`src/hdl/cas_pkg.sv`:
```
package cas_pkg;

    localparam int unsigned CAS_DATA_W = 8;
    localparam int unsigned CAS_PTR_W = 16;
    localparam int unsigned CAS_FADDR_W = 7;
    localparam int unsigned CAS_LIT_W = 6;
    localparam int unsigned CAS_BIT_IDX_W = 3;
    localparam int unsigned CAS_PTR_CNT = 2;
    localparam int unsigned CAS_NIB_MSB = 3;

    localparam logic [7:0] CAS_ACC_RST = 8'h00;
    localparam logic [15:0] CAS_PTR_RST = 16'h0000;
    localparam logic [7:0] CAS_ZERO_BYTE = 8'h00;

    typedef enum logic [3:0] {
        CAS_OP_NONE,
        CAS_OP_ADD_LITERAL_TO_POINTER,
        CAS_OP_AND_LITERAL_INTO_ACC,
        CAS_OP_ADD_LITERAL_INTO_ACC,
        CAS_OP_AND_ACC_WITH_FILE,
        CAS_OP_ADD_ACC_TO_FILE,
        CAS_OP_SHIFT_RIGHT_ARITH,
        CAS_OP_ADD_ACC_FILE_WITH_OVERFLOW,
        CAS_OP_BIT_CLEAR_FILE
    } cas_op_t;

    typedef struct packed {
        cas_op_t op;
        logic [7:0] literal;
        logic [6:0] faddr;
        logic dest_file;
        logic [2:0] bit_idx;
        logic ptr_sel;
    } cas_instr_t;

    typedef struct packed {
        logic carry;
        logic nibble_overflow_flag;
        logic zero;
    } cas_flags_t;

    typedef struct packed {
        logic en;
        logic [6:0] addr;
        logic [7:0] data;
    } cas_fwrite_t;

endpackage : cas_pkg

```
`src/hdl/cas_datapath.sv`:
```
`timescale 1ns/1ns
`default_nettype none
module cas_datapath
    import cas_pkg::*;
(
    input wire logic ref_clk_in,
    input wire logic rst_b_in,
    input wire logic instr_valid_in,
    input var cas_instr_t instr_in,
    input wire logic indirect_in,
    input wire logic [7:0] file_rdata_in,
    output logic busy_out,
    output logic done_out,
    output var cas_fwrite_t fwrite_out,
    output logic [7:0] acc_out,
    output var cas_flags_t flags_out,
    output logic [15:0] ptr0_out,
    output logic [15:0] ptr1_out
);

    typedef enum logic {
        CAS_ST_IDLE,
        CAS_ST_STALL
    } cas_state_t;

    cas_state_t state_r, state_nxt;
    cas_instr_t held_r, held_nxt;
    logic [7:0] acc_r, acc_nxt;
    cas_flags_t flags_r, flags_nxt;
    logic [15:0] ptr_r [CAS_PTR_CNT];
    logic [15:0] ptr_nxt [CAS_PTR_CNT];
    cas_fwrite_t fw_r, fw_nxt;
    logic done_r, done_nxt;

    cas_instr_t cur;
    logic exec;
    logic [8:0] sum9;
    logic [4:0] sum5;
    logic [7:0] opb;
    logic cin;
    logic [7:0] res;
    logic [15:0] lit_ext;
    logic stall_ptr_msb;
    localparam int unsigned CAS_SIGN_BIT = CAS_DATA_W - 1;

    // Port widths are fixed by the instruction format; the package must agree
    if ($bits(file_rdata_in) != CAS_DATA_W ||
        $bits(acc_out) != CAS_DATA_W) begin : g_bad_data_w
        $error("data ports differ from the data width");
    end
    if ($bits(ptr0_out) != CAS_PTR_W ||
        $bits(ptr1_out) != CAS_PTR_W) begin : g_bad_ptr_w
        $error("pointer ports differ from the pointer width");
    end
    if ($bits(instr_in.faddr) != CAS_FADDR_W) begin : g_bad_faddr_w
        $error("file address field differs from the address width");
    end
    if ($bits(instr_in.bit_idx) != CAS_BIT_IDX_W || (1 << CAS_BIT_IDX_W) != CAS_DATA_W) begin : g_bad_bit_idx_w
        $error("bit index cannot reach every bit of a byte");
    end
    // Sign extension needs at least one pad bit above the literal
    if (CAS_LIT_W >= CAS_PTR_W || CAS_LIT_W > $bits(instr_in.literal)) begin : g_bad_lit_w
        $error("pointer literal does not fit the literal field or the pointer");
    end
    // One select bit and two pointer ports serve exactly two pairs
    if ((1 << $bits(instr_in.ptr_sel)) != CAS_PTR_CNT) begin : g_bad_ptr_cnt
        $error("pointer count does not match the pointer select");
    end
    if (CAS_NIB_MSB >= CAS_DATA_W - 1) begin : g_bad_nib_msb
        $error("nibble carry point must lie below the top bit");
    end

    // Extra cycle only when the indirect access points into the upper half
    always_comb begin
        stall_ptr_msb = indirect_in && ptr_r[instr_in.ptr_sel][CAS_PTR_W-1];
    end

    always_comb begin
        state_nxt = state_r;
        held_nxt = held_r;
        exec = 1'b0;
        cur = held_r;
        unique case (state_r)
            CAS_ST_IDLE: begin
                if (instr_valid_in) begin
                    if (stall_ptr_msb) begin
                        state_nxt = CAS_ST_STALL;
                        held_nxt = instr_in;
                    end else begin
                        exec = 1'b1;
                        cur = instr_in;
                    end
                end
            end
            CAS_ST_STALL: begin
                // File data is read now, so the memory side must still hold it
                exec = 1'b1;
                state_nxt = CAS_ST_IDLE;
            end
        endcase
    end

    always_comb begin
        acc_nxt = acc_r;
        flags_nxt = flags_r;
        ptr_nxt = ptr_r;
        fw_nxt = '{en: 1'b0, addr: cur.faddr, data: fw_r.data};
        done_nxt = exec;
        opb = file_rdata_in;
        cin = 1'b0;
        res = CAS_ZERO_BYTE;
        lit_ext = {{(CAS_PTR_W-CAS_LIT_W){cur.literal[CAS_LIT_W-1]}}, cur.literal[CAS_LIT_W-1:0]};
        if (cur.op == CAS_OP_ADD_LITERAL_INTO_ACC) begin
            opb = cur.literal;
        end
        if (cur.op == CAS_OP_ADD_ACC_FILE_WITH_OVERFLOW) begin
            cin = flags_r.carry;
        end
        sum9 = {1'b0, acc_r} + {1'b0, opb} + {8'h00, cin};
        sum5 = {1'b0, acc_r[CAS_NIB_MSB:0]} + {1'b0, opb[CAS_NIB_MSB:0]} + {4'h0, cin};
        if (exec) begin
            unique case (cur.op)
                CAS_OP_ADD_LITERAL_TO_POINTER: begin
                    // 16-bit target drops the carry, giving natural wrap
                    ptr_nxt[cur.ptr_sel] = ptr_r[cur.ptr_sel] + lit_ext;
                end
                CAS_OP_AND_LITERAL_INTO_ACC: begin
                    res = acc_r & cur.literal;
                    acc_nxt = res;
                    flags_nxt.zero = (res == CAS_ZERO_BYTE);
                end
                CAS_OP_ADD_LITERAL_INTO_ACC: begin
                    res = sum9[7:0];
                    acc_nxt = res;
                end
                CAS_OP_AND_ACC_WITH_FILE: begin
                    res = acc_r & file_rdata_in;
                    flags_nxt.zero = (res == CAS_ZERO_BYTE);
                end
                CAS_OP_ADD_ACC_TO_FILE, CAS_OP_ADD_ACC_FILE_WITH_OVERFLOW: begin
                    res = sum9[7:0];
                end
                CAS_OP_SHIFT_RIGHT_ARITH: begin
                    // Sign copy keeps negative values negative
                    res = {file_rdata_in[CAS_SIGN_BIT], file_rdata_in[CAS_SIGN_BIT:1]};
                    flags_nxt.carry = file_rdata_in[0];
                    flags_nxt.zero = (res == CAS_ZERO_BYTE);
                end
                CAS_OP_BIT_CLEAR_FILE: begin
                    res = file_rdata_in;
                    res[cur.bit_idx] = 1'b0;
                    fw_nxt.en = 1'b1;
                    fw_nxt.data = res;
                end
                default: begin
                end
            endcase
            // The three byte adds share the flag update; the pointer add leaves the flags alone
            if (cur.op inside {CAS_OP_ADD_LITERAL_INTO_ACC, CAS_OP_ADD_ACC_TO_FILE,
                               CAS_OP_ADD_ACC_FILE_WITH_OVERFLOW}) begin
                flags_nxt.carry = sum9[8];
                flags_nxt.nibble_overflow_flag = sum5[4];
                flags_nxt.zero = (res == CAS_ZERO_BYTE);
            end
            if (cur.op inside {CAS_OP_AND_ACC_WITH_FILE, CAS_OP_ADD_ACC_TO_FILE,
                               CAS_OP_ADD_ACC_FILE_WITH_OVERFLOW, CAS_OP_SHIFT_RIGHT_ARITH}) begin
                if (cur.dest_file) begin
                    fw_nxt.en = 1'b1;
                    fw_nxt.data = res;
                end else begin
                    acc_nxt = res;
                end
            end
        end
    end

    always_ff @(posedge ref_clk_in or negedge rst_b_in) begin
        if (!rst_b_in) begin
            state_r <= CAS_ST_IDLE;
            held_r <= '0;
            acc_r <= CAS_ACC_RST;
            flags_r <= '0;
            for (int i = 0; i < CAS_PTR_CNT; i++) begin
                ptr_r[i] <= CAS_PTR_RST;
            end
            fw_r <= '0;
            done_r <= 1'b0;
        end else begin
            state_r <= state_nxt;
            held_r <= held_nxt;
            acc_r <= acc_nxt;
            flags_r <= flags_nxt;
            ptr_r <= ptr_nxt;
            fw_r <= fw_nxt;
            done_r <= done_nxt;
        end
    end

    // Decoder must hold off while busy; a new request then is ignored
    assign busy_out = (state_r == CAS_ST_STALL);
    assign done_out = done_r;
    assign fwrite_out = fw_r;
    assign acc_out = acc_r;
    assign flags_out = flags_r;
    assign ptr0_out = ptr_r[0];
    assign ptr1_out = ptr_r[1];

endmodule : cas_datapath
`default_nettype wire

```
`config.mk`:
```
export PLATFORM = sky130hd
export DESIGN_NAME = cas_datapath
export DESIGN_NICKNAME = d
export VERILOG_FILES = /design/src/hdl/cas_pkg.sv /design/src/hdl/cas_datapath.sv
export SDC_FILE = /design/constraint.sdc
export NUM_CORES = 1
export LEC_CHECK = 0
export ABC_AREA = 1
export BUFFER_PORTS_ARGS = -buffer_cell sky130_fd_sc_hd__buf_2
export CORE_MARGIN = 2
export CORE_UTILIZATION = 52
export CTS_CLUSTER_DIAMETER = 50
export DETAILED_ROUTE_END_ITERATION = 8
export PLACE_DENSITY_LB_ADDON = 0.1
export SETUP_SLACK_MARGIN = 0.2
export SYNTH_ARGS = -nofsm -noshare
export SYNTH_HDL_FRONTEND = slang
export SYNTH_SLANG_ARGS = --single-unit
```
`constraint.sdc`:
```
create_clock -name ref_clk_in -period 3.41 [get_ports ref_clk_in]
set_input_delay 0.682 -clock ref_clk_in [delete_from_list [all_inputs] [get_ports ref_clk_in]]
set_output_delay 0.682 -clock ref_clk_in [all_outputs]
set_load 0.01 [all_outputs]
```
======== Word level (Yosys, flattened, before mapping) ========
Index checks and enable logic that the tools add are counted.
word-level totals
  bits in registers ....................... 85
  bits of input ports ..................... 36
  logic and storage cells ................. 96
operators by class
  add/sub/neg operators ................... 5
  $lt $le $gt $ge ......................... 5
  equality and inequality tests ........... 8
  muxes and demuxes ....................... 37
  bitwise logic cells ..................... 7
  reduce and logical (&&, ||, !) cells .... 17
operators by type and width
  kind                                                       number
  2-to-1 mux 16 bit                                          7
  2-to-1 mux 24 bit                                          3
  2-to-1 mux 8 bit                                           7
  case mux 8 bit (5 select lines)                            1
  bitwise mux 32 bit                                         1
  zero test 8 bit                                            4
  bitwise AND 8 bit                                          3
  adder 16 bit                                               1
  demux 16 bit (select 1 bit)                                1
  equality test 4 x 3 -> 1 bit (second input constant)       4
  case mux 8 bit (2 select lines)                            1
  2-to-1 mux 1 bit                                           11
  adder 8 x 8 -> 9 bit                                       1
  adder 9 x 1 -> 9 bit                                       1
  equality test 4 x 2 -> 1 bit (second input constant)       2
  inverter 8 bit                                             1
  AND reduction 2 bit                                        4
  nonzero test 4 bit                                         2
  adder 4 x 4 -> 5 bit                                       1
  adder 5 x 1 -> 5 bit                                       1
  equality test 4 x 1 -> 1 bit (second input constant)       1
  equality test 4 bit (second input constant)                1
  greater-or-equal comparator 2 bit (second input constant)  2
  < comparator 3 x 4 -> 1 bit (second input constant)        1
  13 further kinds                                           17

======== Logic depth before layout (Yosys ltp) ========
  depth in word-level cells ............... 18
  mapped depth ............................ 27

======== Least setup slack after synthesis ========
OpenSTA, ideal clock, no wires.
  kind .................................... input-to-reg
  start ................................... input instr_in[0] in the netlist's numbering
  end ..................................... register flags_r (netlist bit flags_out[0])
  setup time .............................. 117 ps
  arrival time ............................ 3856 ps
  data required time ...................... 3293 ps
  setup slack ............................. -563 ps
  stages .................................. 23
  buffers on the path ..................... 2
  path through ............................ inv_1 > nand2_1 > nand3_2 > buf_4 > nand3_1 > nand2_2 > nand2_1 > nor2_2 > inv_2 > clkbuf_1 > o21ai_0 > fa_1 > inv_1 > fa_1 > o31ai_1 > xnor2_1 > or2_1 > nand3_1 > nor2_1 > nand2_1 > nor2_1 > nor2_1 > nor2_1
on the way
  word-level cells in the longest chain between the ends .. 18
  elaborated cells between the ends (all ways) .. 40
ends and longest elaborated chain
  item                                                           RTL line             text
  from (decl)                                                    cas_datapath.sv:9    input var cas_instr_t instr_in,
  inverter 1 -> 2 bit (not written as such) *                    cas_datapath.sv:75   stall_ptr_msb = indirect_in && ptr_r[instr_in.ptr_sel][CAS_PTR_W-1];
  2-to-1 mux 16 bit (not written as such) * (3 in series)        cas_datapath.sv:75
  logical AND 1 bit *                                            cas_datapath.sv:75
  branches (longest 13 deep; another with adder 8 x 8 -> 9 bit)  --
  to (signal assigned)                                           cas_datapath.sv:192  flags_r <= flags_nxt;
  to (decl)                                                      cas_datapath.sv:29   cas_flags_t flags_r, flags_nxt;
Every way passes the cells marked *. The select of a mux whose other input is x is not followed.
A chain may end at the register's enable or synchronous reset.

======== Final worst setup path ========
Same ends and word-level chain as after synthesis.

==> results by group <==
Run status
  • Status: completed

Clocking
  • Worst-path clk slew: 110 ps
  • H-tree depth: 3
  • Clk root buf: clkbuf_8
  • TritonCTS Buffers: 9
  • CTS max path bufs: 2
  • CTS tree: built
  • # clock sinks: 85
  • Clk_lat worst skew: 380 ps

Finish
  • Ant. Diodes: 0
  • Syn-to-layout area delta: 34.1%
  • Design area: 7590 µm²
  • Share of layout cells above drive strength 1: 32.4%
  • FILL cells: 918
  • Nets: approximately 1,000

Run
  • Max-cap violations: 0

Detailed routing
  • Pre-antenna DRT Iters: 5
  • WL per Instance: 17.1 µm
  • Detail-routed via count per cell: 5.62
  • Routed Wire Length: ~19,000 µm
  • DRT iter0 DRCs: 506
  • Remaining antenna violation count after routing: 0
  • Vias: 6,285
  • # DRC: 0

Floorplan
  • Die width: 108 µm
  • Initial Util: 52.7%
  • Core ar.: 10,700 µm²
  • # IOs: 97
  • Row count: 38
  • Total die area: 11,700 µm²
  • Die H: 108 µm

Yosys
  • Syn_nets: 853
  • Synth cell types: 45
  • Mapped cell area: approximately 5700 µm²
  • Async S/R FF share, synth: 100%
  • Mean area per synthesized cell: 7.15 µm²
  • YS warnings: 0
  • Primary FF master, synth: dfrtp_1
  • Mapped Cells: around 790
  • #FFs+latches synth: 85
  • Top cells by area, synth: dfrtp_1 (38%), nand2_1 (16%), o21ai_0 (7.8%), inv_1 (5.6%), ha_1 (4.9%)
  • Yosys top cell area share: between 30% and 40%
  • Biggest area consumer among synthesized cells: dfrtp_1
  • Sequential area share after synthesis: 37.6%
  • Post-synth EDFFs: 0

Setup path
  • Startpoint types: primary input
  • CP Capture Point: flags_out[0]$_DFFE_PN0P_
  • Required time of the critical path: about 3700 ps
  • Worst path bufs/invs: 5
  • Delay-heaviest family, CP: simple AND/OR/NAND/NOR gates
  • Reg-to-reg setup timing slack: 70 ps
  • Stages on worst setup path: 22
  • Slowest-stage cell, CP: fa_2
  • Critical path class: in2reg
  • Reg2reg end: flags_out[0]$_DFFE_PN0P_
  • CP Launch Point: instr_in[0]
  • R2R Path Start: ptr0_out[15]$_DFFE_PN0P_
  • CP most frequent cell: nor2_1
  • CP endpoint kind: flop
  • Worst Reg2Reg Path Length in Cells: 21
  • Crit-path cells: buf_4 > inv_4 > nand2_2 > nand3_4 > nand2_4 > buf_6 > buf_4 > nand2_1 > o21ai_2 > o21ai_4 > fa_2 > inv_2 > fa_2 > o31ai_4 > xnor2_2 > or2_1 > nand3_2 > nor2_2 > nand2_1 > nor2_1 > nor2_1 > nor2_1
  • Arr. time, crit path: 3670 ps
  • Worst path max stage delay: around 400 ps
  • Largest fanout on the critical path: 8

Min path
  • HP Class: in2async

Global route
  • Total gr overflow: 0
  • Vias in the first global route: approximately 6,000
  • Gr usage total: 32.6%
  • Initial antenna violation count: 0
  • Largest net degree at the start of global routing: 62
  • First-pass GRT wire length: 29,500 µm

STA
  • Slew Limit Fails: 0
  • Min Tclk post-route: 3360 ps
  • Slew HR: 44.6%
  • Tcrit/Tclk final: a little over nine tenths
  • Setup violators final: 0
  • Unrepaired setup endpoints after global routing: yes
  • Worst-Margin Slew: just over 800 ps
  • Hold Fails Final Rpt: 0
  • Achievable frequency: 0.297 GHz
  • Final hold slack: about 360 ps
  • Setup TNS: 0 ps
  • Worst Skew: 15.1 ps

Power
  • Final Power: 0.00785 W
  • Maximum VDD drop: roughly 780 µV
  • Leakage: 4.00 nW
  • Power Density: around 1000 nW/µm²

Placement
  • Area after DPL: 6870 µm²
  • Placed wire-length estimate: about 14,000 µm
  • Port Buffers: 96
  • GPL Wtd Cong: 0.990
[synthesized netlist by cell type, types with 2 or more instances]
cell and count:
nand3b_1 8, o211ai_1 5, nor2_4 3, o21ai_0 88
or2_1 2, nand2_2 7, a41oi_1 8, buf_6 2
a21boi_0 2, or2_2 2, o31ai_1 2, o21ai_2 4
a21o_1 3, nor3_1 5, xor2_1 12, ha_1 22
a21oi_2 2, inv_2 8, fa_1 3, buf_2 5
nor2_2 3, nor4_1 4, nor2_1 54, a31oi_1 2
o21ai_1 10, nand3_1 42, a21oi_1 26, nand4_1 8
xnor2_1 7, clkbuf_1 13, nand2_1 248, inv_1 84
buf_4 2, dfrtp_1 85
[final cells by class]
| type | instances | area, µm² | area share [%] |
|---|---|---|---|
| Multi-Input combinational cell | 593 | 3470 | 45.7 |
| Clock buffer | 9 | 124 | 1.63 |
| Sequential cell | 85 | 2130 | 28.0 |
| Timing Repair Buffer | 192 | 1250 | 16.5 |
| Tap cell | 140 | 175 | 2.31 |
| Inverter | 92 | 368 | 4.85 |
| Clock inverter | 7 | 81.3 | 1.07 |
[through the flow]
step | std cells | setup WS (ps) | utilization (%)
3_5_place_dp | 1078 | -333 | 64.0
6_report | 1118 | 46.6 | 70.6
3_3_place_gp | 1078 | -304 | 64.0
2_1_floorplan | 792 | -207 | -
4_1_cts | 1100 | 159 | 66.9
5_1_grt | 1118 | -137 | 70.6
[report_power, final]
group,total [W],switching [W],internal [W]
registers,0.00177,0.000328,0.00144
clock network,0.000744,0.000453,0.000291
logic,0.00534,0.00308,0.00227
[cell families after synthesis]
family | synth area share (%)
flops | 37.6
xor+xnor | 2.94
compound gates | 16.0
buf+inv | 8.07
fa+ha+maj | 5.92
simple gates | 29.5
[layout by cell type (no fill, tap or decap), types with 5 or more instances in the layout]
cell type	Yosys	routed
nand2_1	248	230
buf_2	5	93
buf_4	2	89
dfrtp_1	85	85
inv_1	84	76
o21ai_0	88	64
nor2_1	54	50
nand3_1	42	33
a21oi_1	26	22
o21ai_1	10	21
ha_1	22	21
nand2_2	7	18
o21ai_2	4	14
xor2_1	12	11
inv_2	8	11
nand3_2	1	9
clkbuf_8	0	9
buf_6	2	9
nand4_1	8	8
nand3b_1	8	8
nand2_4	0	7
nor2_2	3	6
a41oi_1	8	6
o211ai_1	5	5
nor3_1	5	5
a21oi_2	2	5
[sequential cells by signal (all words and copies together) (netlist names)]
register    cells
held_r         24
fwrite_out     16
ptr0_out       16
ptr1_out       16
acc_out         8
flags_out       3
busy_out        1
done_out        1
[metal layers]
layer	wire, µm	up-vias	track usage (%)
met5	0	-	0
met4	979	0	17.5
met3	1230	66	6.09
met2	9370	259	54.4
met1	7540	3000	40.0
li1	-	2960	-
[worst min path at each step]
| stage | to | slack (ps) | cells past startpoint | startpoint |
|---|---|---|---|---|
| after floorplan | acc_out[0]$_DFFE_PN0P_ | 390 | 0 | rst_b_in |
| after detailed placement | held_r[4]$_DFFE_PN0P_ | 460 | 2 | held_r[4]$_DFFE_PN0P_ |
| final | held_r[18]$_DFFE_PN0P_ | 360 | 1 | rst_b_in |
| after global placement | held_r[4]$_DFFE_PN0P_ | 450 | 2 | held_r[4]$_DFFE_PN0P_ |
| after global routing | held_r[18]$_DFFE_PN0P_ | 430 | 1 | rst_b_in |
| after CTS | held_r[18]$_DFFE_PN0P_ | 380 | 1 | rst_b_in |
[what timing repair did]
action / CTS / global route
gates resized for setup: 17 / 78
cloned: 0 / 0
buffers inserted: 6 / 18
pin swaps: 13 / 43
endpoints found under the setup margin: 16 / 31
hold buffers: 0 / 0
Power figures use the tool's default switching activity.
